File: src/rtl/mfps_pkg.sv
// Package for the shared I/O pin function selector
package mfps_pkg;
    // Pin count and indices (0 = shared_io_1 .. 4 = shared_io_5)
    localparam int NPINS = 5;
    localparam int PIN_IO1 = 0;
    localparam int PIN_IO2 = 1;
    localparam int PIN_IO3 = 2;
    localparam int PIN_IO4 = 3;
    localparam int PIN_IO5 = 4;
    // Per-pin function codes
    localparam logic [1:0] FN_GPIO = 2'h0;
    localparam logic [1:0] FN_EXT = 2'h1;
    localparam logic [1:0] FN_STAT = 2'h2;
    localparam logic [1:0] FN_CMP = 2'h3;
    // Reset values
    localparam logic [9:0] FN_SEL_RST = 10'h000;
    localparam logic [4:0] GP_OUT_RST = 5'h00;
    localparam logic [4:0] GP_DIR_RST = 5'h00;
    // Sync pulse width counter width
    localparam int SPW_W = 8;
    localparam logic [7:0] SPW_ONE = 8'h01;
    // External drive modes
    typedef enum logic [2:0] {
        MFPS_XM_OFF = 3'h1,
        MFPS_XM_POS = 3'h2,
        MFPS_XM_CONT = 3'h4
    } mfps_xmode_t;
    // Drive profile status from motion generator
    typedef struct packed {
        logic busy;
        logic accel_rising;
        logic decel;
        logic const_spd;
        logic accel;
    } mfps_prof_t;
    // Drive start requests toward motion generator
    typedef struct packed {
        logic pos_rel_pos;
        logic pos_rel_neg;
        logic cont_pos;
        logic cont_neg;
        logic hand_a;
        logic hand_b;
    } mfps_drv_t;
endpackage

File: src/rtl/mfps_top.sv
// Function selector for five shared bidirectional pins
`timescale 1ns/1ps
`default_nettype none
module mfps_top (
    // Clock and reset
    input wire logic sys_clk,
    input wire logic rst,
    // Pins: input, output, output enable (low = driving)
    input wire logic [4:0] shared_io_in,
    output logic [4:0] shared_io_out,
    output logic [4:0] shared_io_oe_n,
    // Host configuration
    input wire logic [9:0] fn_sel,
    input wire logic [4:0] gp_dir_out,
    input wire logic [4:0] gp_output_data_reg,
    input wire mfps_pkg::mfps_xmode_t ext_mode,
    input wire logic hand_pulse_generator_mode,
    input wire logic sync_pulse_sel,
    input wire logic sync_pulse_act_low,
    input wire logic [7:0] sync_pulse_width,
    // Internal sources
    input wire mfps_pkg::mfps_prof_t prof,
    input wire logic compare_hit_0,
    input wire logic compare_hit_1,
    input wire logic error_active,
    input wire logic sync_pulse_req,
    // Status and requests
    output logic [4:0] gp_input_status_reg,
    output logic [4:0] sync_trigger,
    output mfps_pkg::mfps_drv_t drv_req
);
    logic [4:0] pin_s;
    logic [4:0] pin_d_r;
    logic [4:0] out_nxt;
    logic [4:0] oe_n_nxt;
    logic [1:0] fn [5];
    logic [7:0] sp_cnt_r;
    logic sp_act;
    mfps_pkg::mfps_prof_t pf;

    // Pin input synchroniser
    // Pins are asynchronous, two flops before any logic
    mfps_sync #(.W(5)) u_sync (
        .sys_clk(sys_clk),
        .rst(rst),
        .d(shared_io_in),
        .q(pin_s)
    );

    // Per-pin function field decode
    // Two bits per pin, pin i at bits 2i+1 and 2i
    always_comb begin
        for (int i = 0; i < mfps_pkg::NPINS; i++) begin
            fn[i] = fn_sel[2*i +: 2];
        end
    end

    // Profile flags gated by busy
    // Flags mean nothing outside a running drive
    always_comb begin
        pf = prof;
        pf.accel_rising = prof.busy & prof.accel_rising;
        pf.decel = prof.busy & prof.decel;
        pf.const_spd = prof.busy & prof.const_spd;
        pf.accel = prof.busy & prof.accel;
    end

    // Sync pulse stretcher with programmable width
    // A new request restarts the count, width zero acts as one
    always_ff @(posedge sys_clk) begin
        if (rst) begin
            sp_cnt_r <= 8'h00;
        end else if (sync_pulse_req) begin
            sp_cnt_r <= (sync_pulse_width == 8'h00) ? mfps_pkg::SPW_ONE
                        : sync_pulse_width;
        end else if (sp_cnt_r != 8'h00) begin
            sp_cnt_r <= sp_cnt_r - 8'h01;
        end
    end
    assign sp_act = (sp_cnt_r != 8'h00);

    // Output mux, one function per pin
    // Compare outputs exist only on the two upper pins
    always_comb begin
        out_nxt = 5'h00;
        oe_n_nxt = 5'h1f;
        for (int i = 0; i < mfps_pkg::NPINS; i++) begin
            case (fn[i])
                mfps_pkg::FN_GPIO: begin
                    out_nxt[i] = gp_output_data_reg[i];
                    oe_n_nxt[i] = ~gp_dir_out[i];
                end
                mfps_pkg::FN_STAT: begin
                    oe_n_nxt[i] = 1'b0;
                end
                mfps_pkg::FN_CMP: begin
                    oe_n_nxt[i] = 1'b0;
                end
                default: begin
                    oe_n_nxt[i] = 1'b1;
                end
            endcase
        end
        // Status sources per pin
        if (fn[mfps_pkg::PIN_IO1] == mfps_pkg::FN_STAT) begin
            out_nxt[mfps_pkg::PIN_IO1] = error_active;
        end
        if (fn[mfps_pkg::PIN_IO2] == mfps_pkg::FN_STAT) begin
            out_nxt[mfps_pkg::PIN_IO2] = pf.accel;
        end
        if (fn[mfps_pkg::PIN_IO3] == mfps_pkg::FN_STAT) begin
            if (sync_pulse_sel) begin
                out_nxt[mfps_pkg::PIN_IO3] = sp_act ^ sync_pulse_act_low;
            end else begin
                out_nxt[mfps_pkg::PIN_IO3] = pf.const_spd;
            end
        end
        if (fn[mfps_pkg::PIN_IO4] == mfps_pkg::FN_STAT) begin
            out_nxt[mfps_pkg::PIN_IO4] = pf.decel;
        end
        if (fn[mfps_pkg::PIN_IO4] == mfps_pkg::FN_CMP) begin
            out_nxt[mfps_pkg::PIN_IO4] = compare_hit_0;
        end
        if (fn[mfps_pkg::PIN_IO5] == mfps_pkg::FN_STAT) begin
            out_nxt[mfps_pkg::PIN_IO5] = pf.accel_rising;
        end
        if (fn[mfps_pkg::PIN_IO5] == mfps_pkg::FN_CMP) begin
            out_nxt[mfps_pkg::PIN_IO5] = compare_hit_1;
        end
        // Pins without a compare function stay released
        for (int j = 0; j < 3; j++) begin
            if (fn[j] == mfps_pkg::FN_CMP) begin
                oe_n_nxt[j] = 1'b1;
            end
        end
    end

    // Registered pin drive
    // Registered so a function change never glitches a pin
    always_ff @(posedge sys_clk) begin
        if (rst) begin
            shared_io_out <= 5'h00;
            shared_io_oe_n <= 5'h1f;
        end else begin
            shared_io_out <= out_nxt;
            shared_io_oe_n <= oe_n_nxt;
        end
    end

    // General input status and sync triggers
    // Readback reads zero while the pin serves another function
    always_ff @(posedge sys_clk) begin
        if (rst) begin
            gp_input_status_reg <= 5'h00;
            sync_trigger <= 5'h00;
            pin_d_r <= 5'h1f;
        end else begin
            pin_d_r <= pin_s;
            for (int i = 0; i < mfps_pkg::NPINS; i++) begin
                gp_input_status_reg[i] <= pin_s[i] & (fn[i] == mfps_pkg::FN_GPIO);
                sync_trigger[i] <= pin_s[i] & (fn[i] == mfps_pkg::FN_GPIO);
            end
        end
    end

    // External start and hand encoder decode
    // Hand mode wins whatever the pin functions say
    // Relative moves fire on a high-to-low step of the synced level
    always_ff @(posedge sys_clk) begin
        if (rst) begin
            drv_req <= '0;
        end else begin
            drv_req <= '0;
            if (hand_pulse_generator_mode) begin
                drv_req.hand_a <= pin_s[mfps_pkg::PIN_IO4];
                drv_req.hand_b <= pin_s[mfps_pkg::PIN_IO5];
            end else begin
                if (fn[mfps_pkg::PIN_IO5] == mfps_pkg::FN_EXT) begin
                    if (ext_mode == mfps_pkg::MFPS_XM_POS) begin
                        drv_req.pos_rel_neg <= pin_d_r[mfps_pkg::PIN_IO5]
                                               & ~pin_s[mfps_pkg::PIN_IO5];
                    end
                    if (ext_mode == mfps_pkg::MFPS_XM_CONT) begin
                        drv_req.cont_neg <= ~pin_s[mfps_pkg::PIN_IO5];
                    end
                end
                if (fn[mfps_pkg::PIN_IO4] == mfps_pkg::FN_EXT) begin
                    if (ext_mode == mfps_pkg::MFPS_XM_POS) begin
                        drv_req.pos_rel_pos <= pin_d_r[mfps_pkg::PIN_IO4]
                                               & ~pin_s[mfps_pkg::PIN_IO4];
                    end
                    if (ext_mode == mfps_pkg::MFPS_XM_CONT) begin
                        drv_req.cont_pos <= ~pin_s[mfps_pkg::PIN_IO4];
                    end
                end
            end
        end
    end
endmodule
`default_nettype wire

File: src/rtl/mfps_sync.sv
// Two-flop synchroniser for pin inputs
`timescale 1ns/1ps
`default_nettype none
module mfps_sync #(
    parameter int W = 5
) (
    // Clock and reset
    input wire logic sys_clk,
    input wire logic rst,
    // Data
    input wire logic [W-1:0] d,
    output logic [W-1:0] q
);
    logic [W-1:0] meta_r;

    // Two stages, only second stage read outside
    // Reset to idle high so active-low starts see no false edge
    always_ff @(posedge sys_clk) begin
        if (rst) begin
            meta_r <= '1;
            q <= '1;
        end else begin
            meta_r <= d;
            q <= meta_r;
        end
    end
endmodule
`default_nettype wire

File: config.mk
export PLATFORM = sky130hd
export DESIGN_NAME = mfps_top
export DESIGN_NICKNAME = d
export VERILOG_FILES = /design/src/rtl/mfps_pkg.sv /design/src/rtl/mfps_top.sv /design/src/rtl/mfps_sync.sv
export SDC_FILE = /design/constraint.sdc
export NUM_CORES = 1
export LEC_CHECK = 0
export BUFFER_PORTS_ARGS = -buffer_cell sky130_fd_sc_hd__buf_2
export CAP_MARGIN = 10
export CORE_MARGIN = 4
export CORE_UTILIZATION = 29
export DETAILED_ROUTE_END_ITERATION = 12
export GPL_TIMING_DRIVEN = 0
export PLACE_DENSITY = 0.59
export REMOVE_ABC_BUFFERS = 1
export SYNTH_ARGS = -nofsm -noshare
export SYNTH_HDL_FRONTEND = slang
export SYNTH_SLANG_ARGS = --single-unit
File: constraint.sdc
create_clock -name sys_clk -period 2.36 [get_ports sys_clk]
set_input_delay 0.236 -clock sys_clk [delete_from_list [all_inputs] [get_ports sys_clk]]
set_output_delay 0.236 -clock sys_clk [all_outputs]
set_load 0.005 [all_outputs]
==> results of run 1 <==
[layout make-up]
type | count | area (um^2) | share of cell area
flip-flops and latches | 41 | 820.8 | 0.3902
multi-input cells | 105 | 691.9 | 0.3290
repair buffers | 75 | 375.4 | 0.1785
well taps | 70 | 87.58 | 0.04164
clock buffers | 7 | 86.33 | 0.04105
clock inverters | 1 | 30.03 | 0.01428
inverters | 3 | 11.26 | 0.005354
[state kept, by name, indices dropped and copies added (netlist names)]
name	count
shared_io_oe_n	5
pin_d_r	2
u_sync.q	5
sync_trigger	5
drv_req	6
sp_cnt_r	8
shared_io_out	5
u_sync.meta_r	5
[worst register-to-register path, stage by stage, from the launching register on]
cell and delay [ns]:
dfxtp_1 0.35, inv_1 0.12, ha_1 0.17, nor3b_1 0.24, and2_1 0.36, mux2_2 0.38
o22ai_1 0.11
[layer usage]
| layer | wire length [um] | vias to the layer above | global-route usage | share of wire |
|---|---|---|---|---|
| met1 | 1512 | 564 | 0.1186 | 0.44 |
| met2 | 1557 | 52 | 0.1753 | 0.45 |
| li1 | - | 688 | - | - |
| met4 | 15 | 0 | 0.03488 | 0.0044 |
| met5 | 0 | - | 0 | 0 |
| met3 | 343 | 2 | 0.04276 | 0.10 |
[cells in the mapped netlist]
cell type  count
and3b_1        2
inv_1          3
a31oi_1        1
nor3_1         3
xnor2_1        5
dfxtp_1       41
buf_4          6
mux2_2         1
or3_1          2
o22ai_1        1
clkbuf_1       4
nor4_2         1
nor2_1        14
a211oi_2       2
a211o_1        1
or4_4          1
a211oi_1       1
o32ai_2        1
nor2b_1        3
mux2i_1        2
nor3b_1        3
o32ai_1        1
o221ai_1       1
ha_1           2
nor4b_2        1
or2_2         13
buf_1          1
nand2_1       17
o21ba_2        1
nor2_4         1
nor4b_1        5
o21ai_0        6
and2_1         1
nor4_1         3
o31ai_1        1
a21oi_1        3
xor2_1         1
o21bai_1       2
a22oi_1        2
[logic make-up after synthesis]
group,count (synthesis),share of synthesized area
XOR/XNOR,6,0.03310
AND/OR/NAND/NOR,70,0.2537
flip-flops,41,0.5169
adder cells (fa/ha/maj),2,0.01576
multiplexers,3,0.01970
AO/OA/AOI/OAI,24,0.1135
buffers and inverters,14,0.04727
[how the worst min path moves through the flow]
stage                     start  cells past startpoint  slack (ns)          endpoint
6_report        shared_io_in[1]                      2        0.13  u_sync.meta_r[1]
5_1_grt               fn_sel[4]                      2        0.11   sync_trigger[2]
4_1_cts         shared_io_in[1]                      2        0.11  u_sync.meta_r[1]
3_5_place_dp   u_sync.meta_r[2]                      1        0.39       u_sync.q[2]
3_3_place_gp   u_sync.meta_r[1]                      1        0.39       u_sync.q[1]
2_1_floorplan               rst                      1        0.30       sp_cnt_r[0]
[cells in the final DEF, fill, tap and decap left out, types with 2 or more instances in the layout]
cell type	n
nor2b_1	3
ha_1	2
a211oi_2	2
nor4b_1	5
o21ai_0	6
xnor2_1	5
mux2i_1	2
o21bai_1	2
nor2_1	14
clkbuf_8	6
nor3b_1	3
a21oi_1	3
nor4_1	3
inv_1	3
dfxtp_1	41
or3_1	2
and3b_1	2
buf_2	75
or2_2	13
a22oi_1	2
nand2_1	17
nor3_1	3
[through the flow]
| step | instances | instance area (um^2) |
|---|---|---|
| floorplan | 149 | 1524 |
| global placement | 294 | 1987 |
| detailed placement | 294 | 1987 |
| CTS | 302 | 2103 |
| global route | 302 | 2103 |
| finish | 302 | 2103 |
[power breakdown]
group,internal [uW],switching (uW),leakage [uW]
clock network,345,232,0.0000585
registers,730,23.5,0.000338
logic,122,103,0.000543
total,1200,359,0.000940
==> metrics.yaml, run 1 <==
critical_path:
  cp.buffers_inverters: 1
  startpoint: "sp_cnt_r[0]"
  cp-start-kind: "flop"
  crit_chain: "inv_1, ha_1, nor3b_1, and2_1, mux2_2, o22ai_1"
  crit_family: "simple AND/OR/NAND/NOR gates"
  reg2reg_depth: 6
  path_depth: 6
  crit_required_ns: 2.57
  r2r_slack_ns: 0.55
  crit_fanout: 7
  cp_slowest_cell: "mux2_2"
  cpPeakStageDelay_ns: 0.38
  worst_ep_arrival_time_ns: 2.02
  reg2reg_from: "sp_cnt_r[0]"
  end_kind: "flop"
  r2r-end: "sp_cnt_r[1]"
  critPathKind: "flop to flop"
  critPathCapture: "sp_cnt_r[1]"
sta:
  setup_tns_ns: 0
  drv_slew: 0
  max_slew_margin: 0.5690
  fmax_mhz: 553.8
  hold_violations: 0
  layout_min_cycle_time_ns: 1.806
  skew_ns: 0.004264
  worst_slack_ns: 0.5544
  post-route-period-util: 0.7651
  holdWs_ns: 0.1265
  tightest_slew_ns: 0.6464
  rsz0062_at_grt: "no"
  finalSetupViolCount: 0
logic_synthesis:
  syn_avg_cell_area_um2: 9.924
  synth_cell_type_count: 39
  postSynthCellCount: 160
  ys_ff_latch: 41
  netlist_area_um2: 1588
  yosys-top-cells-area: "dfxtp_1, or2_2, nand2_1"
  yosysTopAreaCell: "dfxtp_1"
  yosys_warnings: 0
  yosys.area.top_type_share: 0.5169
  yosysSeqAreaShare: 0.5169
final_layout:
  drive_above_1_share: 0.4483
  diodes: 0
  syn_to_final_growth_pct: 32.47
  fillers: 555
  final_core_util: 0.4041
  nets: 283
die:
  die_w_um: 82.00
  io_pins: 76
  die_h_um: 82.00
  rows: 26
  start_util: 0.3050
  coreArea_um2: 5205
  dieArea_um2: 6723
drt:
  drt.antenna.violating_nets: 0
  drc: 0
  viasPerCell: 4.325
  wl_per_cell_um: 11.35
  first_pass_iters: 4
  drt_wl_total_um: 3428
  first_iter_violations: 21
  num_vias: 1306
place:
  gp_congestion: 0.6733
  dp_slack_ns: 0.5551
  io_buffers: 75
  hpwlAfterDp_um: 2581
grt:
  grt_pass1_wl_um: 5285
  antenna_found_initial: 0
  grtUsageTotal: 0.1040
  grt_overflow: 0
  grt_pass1_vias: 1210
  grt_start_max_net_pins: 40
pwr:
  leakagePower_uw: 0.0009396
  p_per_area_nw_per_um2: 739.6
  fin_total_pwr_uw: 1556
  irDropWorstVdd_v: 0.0003255
outcome:
  status: "finished, final reports clean"
clocking:
  insertion_delay_ns: 0.28
  cts_resized: 0
  clkTransAtPathRegs_ns: 0.08
  clock_path_buffers: 2
  cts_hold_buf: 0
  clock-root-buffer: "clkbuf_8"
  cts_tree: "done"
  ctsHtreeMaxLevel: 2
  post-cts-setup-buffers: 0
  clock_sinks: 41
  cts_buffers: 5
job:
  maxCapViolCount: 0
min_path:
  hold_class: "input port to flop"
No activity file was read; power rests on OpenSTA's default activity.
==> run 2, diff against run 1 <==
- clock period: 2.36 -> 1.7 ns (I/O delays scaled with it)
==> metrics.yaml, run 2 (synthesis gave the netlist of run 1 again) <==
final_layout:
  nets: 286  # was 283
  largest_reg_flops: 8  # unchanged
  fillers: 550  # was 555
  regMostFlops: "sp_cnt_r"  # unchanged
  syn_to_final_growth_pct: 34.99  # was 32.47%
  drive_above_1_share: 0.4809  # was 0.4483
  top_regs: "sp_cnt_r (8), drv_req (6)"  # unchanged
  final_common_cell: "buf_2"  # unchanged
  fin_area_um2: 2143  # was 2103 um^2
  stdcell_count: 305  # was 302
  final_cell_mix: "buf_2, dfxtp_1, nand2_1"  # unchanged
  diodes: 0  # unchanged
pwr:
  irDropWorstVdd_v: 0.0004516  # was 0.0003255 V
  fin_total_pwr_uw: 2189  # was 1556 uW
  p_int_uw: 1684  # was 1197 uW
  p_sw_uw: 504.8  # was 358.7 uW
  p_per_area_nw_per_um2: 1021  # was 739.6 nW/um^2
  leakagePower_uw: 0.0009591  # was 0.0009396 uW
  power_frac_comb: 0.155  # was 0.145
  clockPowerShare: 0.365  # was 0.371
  seqPwrFrac: 0.480  # was 0.484
  swShare: 0.2306  # about the same
critical_path:
  path_depth: 6  # unchanged
  critPathCapture: "sp_cnt_r[2]"  # was sp_cnt_r[1]
  crit_fanout: 7  # unchanged
  worst_ep_arrival_time_ns: 1.76  # was 2.02 ns
  critPathKind: "flop to flop"  # unchanged
  crit_chain: "inv_2, ha_2, nor3b_4, and2_4, or3_1, a21oi_1"  # was inv_1, ha_1, nor3b_1, and2_1, mux2_2, o22ai_1
  crit_family: "simple AND/OR/NAND/NOR gates"  # unchanged
  reg2reg_from: "sp_cnt_r[1]"  # was sp_cnt_r[0]
  reg2reg_depth: 6  # unchanged
  r2r_slack_ns: 0.15  # was 0.55 ns
  cp-start-kind: "flop"  # unchanged
  crit_required_ns: 1.92  # was 2.57 ns
  cpPeakStageDelay_ns: 0.42  # was 0.38 ns
  cp.buffers_inverters: 1  # unchanged
  startpoint: "sp_cnt_r[1]"  # was sp_cnt_r[0]
  end_kind: "flop"  # unchanged
  r2r-end: "sp_cnt_r[2]"  # was sp_cnt_r[1]
  cp_slowest_cell: "dfxtp_1"  # was mux2_2
drt:
  num_vias: 1328  # was 1306
  viasPerCell: 4.354  # was 4.325
  drc: 0  # unchanged
  drt.antenna.violating_nets: 0  # unchanged
  wl_per_cell_um: 11.28  # was 11.35 um
  first_pass_iters: 3  # was 4
  drt_wl_total_um: 3439  # was 3428 um
  first_iter_violations: 17  # was 21
sta:
  tightest_slew_ns: 0.6540  # was 0.6464 ns
  fmax_mhz: 646.9  # was 553.8 MHz
  hold_violations: 0  # unchanged
  skew_ns: 0.004455  # was 0.004264 ns
  finalSetupViolCount: 0  # unchanged
  max_slew_margin: 0.5640  # was 0.5690
  setup_tns_ns: 0  # unchanged
  post-route-period-util: 0.9093  # was 0.7651
  rsz0062_at_grt: "no"  # unchanged
  layout_min_cycle_time_ns: 1.546  # was 1.806 ns
  drv_slew: 0  # unchanged
  holdWs_ns: 0.05928  # was 0.1265 ns
clocking:
  clock_path_buffers: 2  # unchanged
  clock_sinks: 41  # unchanged
  ctsHtreeMaxLevel: 2  # unchanged
  cts_buffers: 5  # unchanged
  clkTransAtPathRegs_ns: 0.08  # about the same
  clock-root-buffer: "clkbuf_8"  # unchanged
  cts_tree: "done"  # unchanged
  insertion_delay_ns: 0.29  # was 0.28 ns
  cts_hold_buf: 0  # unchanged
die:
  rows: 26  # unchanged
  die_w_um: 82.00  # unchanged
  dieArea_um2: 6723  # unchanged
  die_h_um: 82.00  # unchanged
  coreArea_um2: 5205  # unchanged
  start_util: 0.3050  # unchanged
  io_pins: 76  # unchanged
grt:
  grt_pass1_wl_um: 5306  # was 5285 um
  grtUsageTotal: 0.1043  # was 0.1040
  antenna_found_initial: 0  # unchanged
  grt_pass1_vias: 1213  # was 1210
  grt_overflow: 0  # unchanged
  grt_start_max_net_pins: 40  # unchanged
place:
  io_buffers: 75  # unchanged
  placed_area_um2: 1987  # unchanged
  gp_congestion: 0.6733  # unchanged
  dp.cells: 294  # unchanged
  hpwlAfterDp_um: 2581  # unchanged
min_path:
  hold_class: "input port to flop"  # unchanged
outcome:
  status: "finished, final reports clean"  # unchanged
job:
  maxCapViolCount: 0  # unchanged
run 2: cell count changes in the layout (fill, tap and decap cells not counted):
cell | previous run | this run
ha_2 | 0 | 1
dfxtp_1 | 41 | 40
nor3b_1 | 3 | 2
nor3b_4 | 0 | 1
and2_1 | 1 | 0
dfxtp_2 | 0 | 1
inv_2 | 0 | 2
inv_1 | 3 | 1
and2_4 | 0 | 1
buf_4 | 0 | 3
ha_1 | 2 | 1
run 2: final cells by class:
class	count	area (um^2)	share of cell area
tap	70	87.58	0.04086
clock inverter	1	30.03	0.01401
timing repair buffer	78	397.9	0.1856
sequential	41	822.0	0.3835
multi-input combinational	105	708.2	0.3304
inverter	3	11.26	0.005254
clock buffer	7	86.33	0.04028
run 2: what timing repair did:
item,CTS,global route
endpoints found under the hold margin,0,0
resized for setup,3,5
buffers inserted,0,3
endpoints found under the setup margin,3,3
run 2: power groups by stage:
stage | Clock, uW | Combinational, uW | Sequential (uW)
2_1_floorplan | 0 | 178 | 1070
3_3_place_gp | 0 | 313 | 1070
3_5_place_dp | 0 | 317 | 1070
4_1_cts | 832 | 324 | 1050
5_1_grt | 866 | 385 | 1060
6_report | 800 | 339 | 1050
run 2: metal layers:
metal,part of all wire,wire length [um],up-vias,GRT usage
met5,0,0,-,0
met4,0.0070,24,0,0.03488
met3,0.11,369,4,0.04276
met2,0.45,1534,56,0.1753
met1,0.44,1511,572,0.1193
li1,-,-,696,-
run 2: worst min path at each step:
stage | startpoint | endpoint | slack (ns) | cells after the start
finish | shared_io_in[1] | u_sync.meta_r[1] | 0.06 | 2
global route | fn_sel[4] | sync_trigger[2] | 0.05 | 2
detailed placement | shared_io_in[1] | u_sync.meta_r[1] | 0.36 | 2
floorplan | rst | sp_cnt_r[0] | 0.23 | 1
global placement | shared_io_in[1] | u_sync.meta_r[1] | 0.35 | 2
CTS | shared_io_in[1] | u_sync.meta_r[1] | 0.05 | 2
run 2: stage by stage:
step | setup WS [ns] | utilization
2_1_floorplan | 0.1034 | -
5_1_grt | 0.02323 | 0.4118
3_3_place_gp | -0.1128 | 0.3817
6_report | 0.1542 | 0.4118
3_5_place_dp | -0.1049 | 0.3817
4_1_cts | 0.07295 | 0.4055
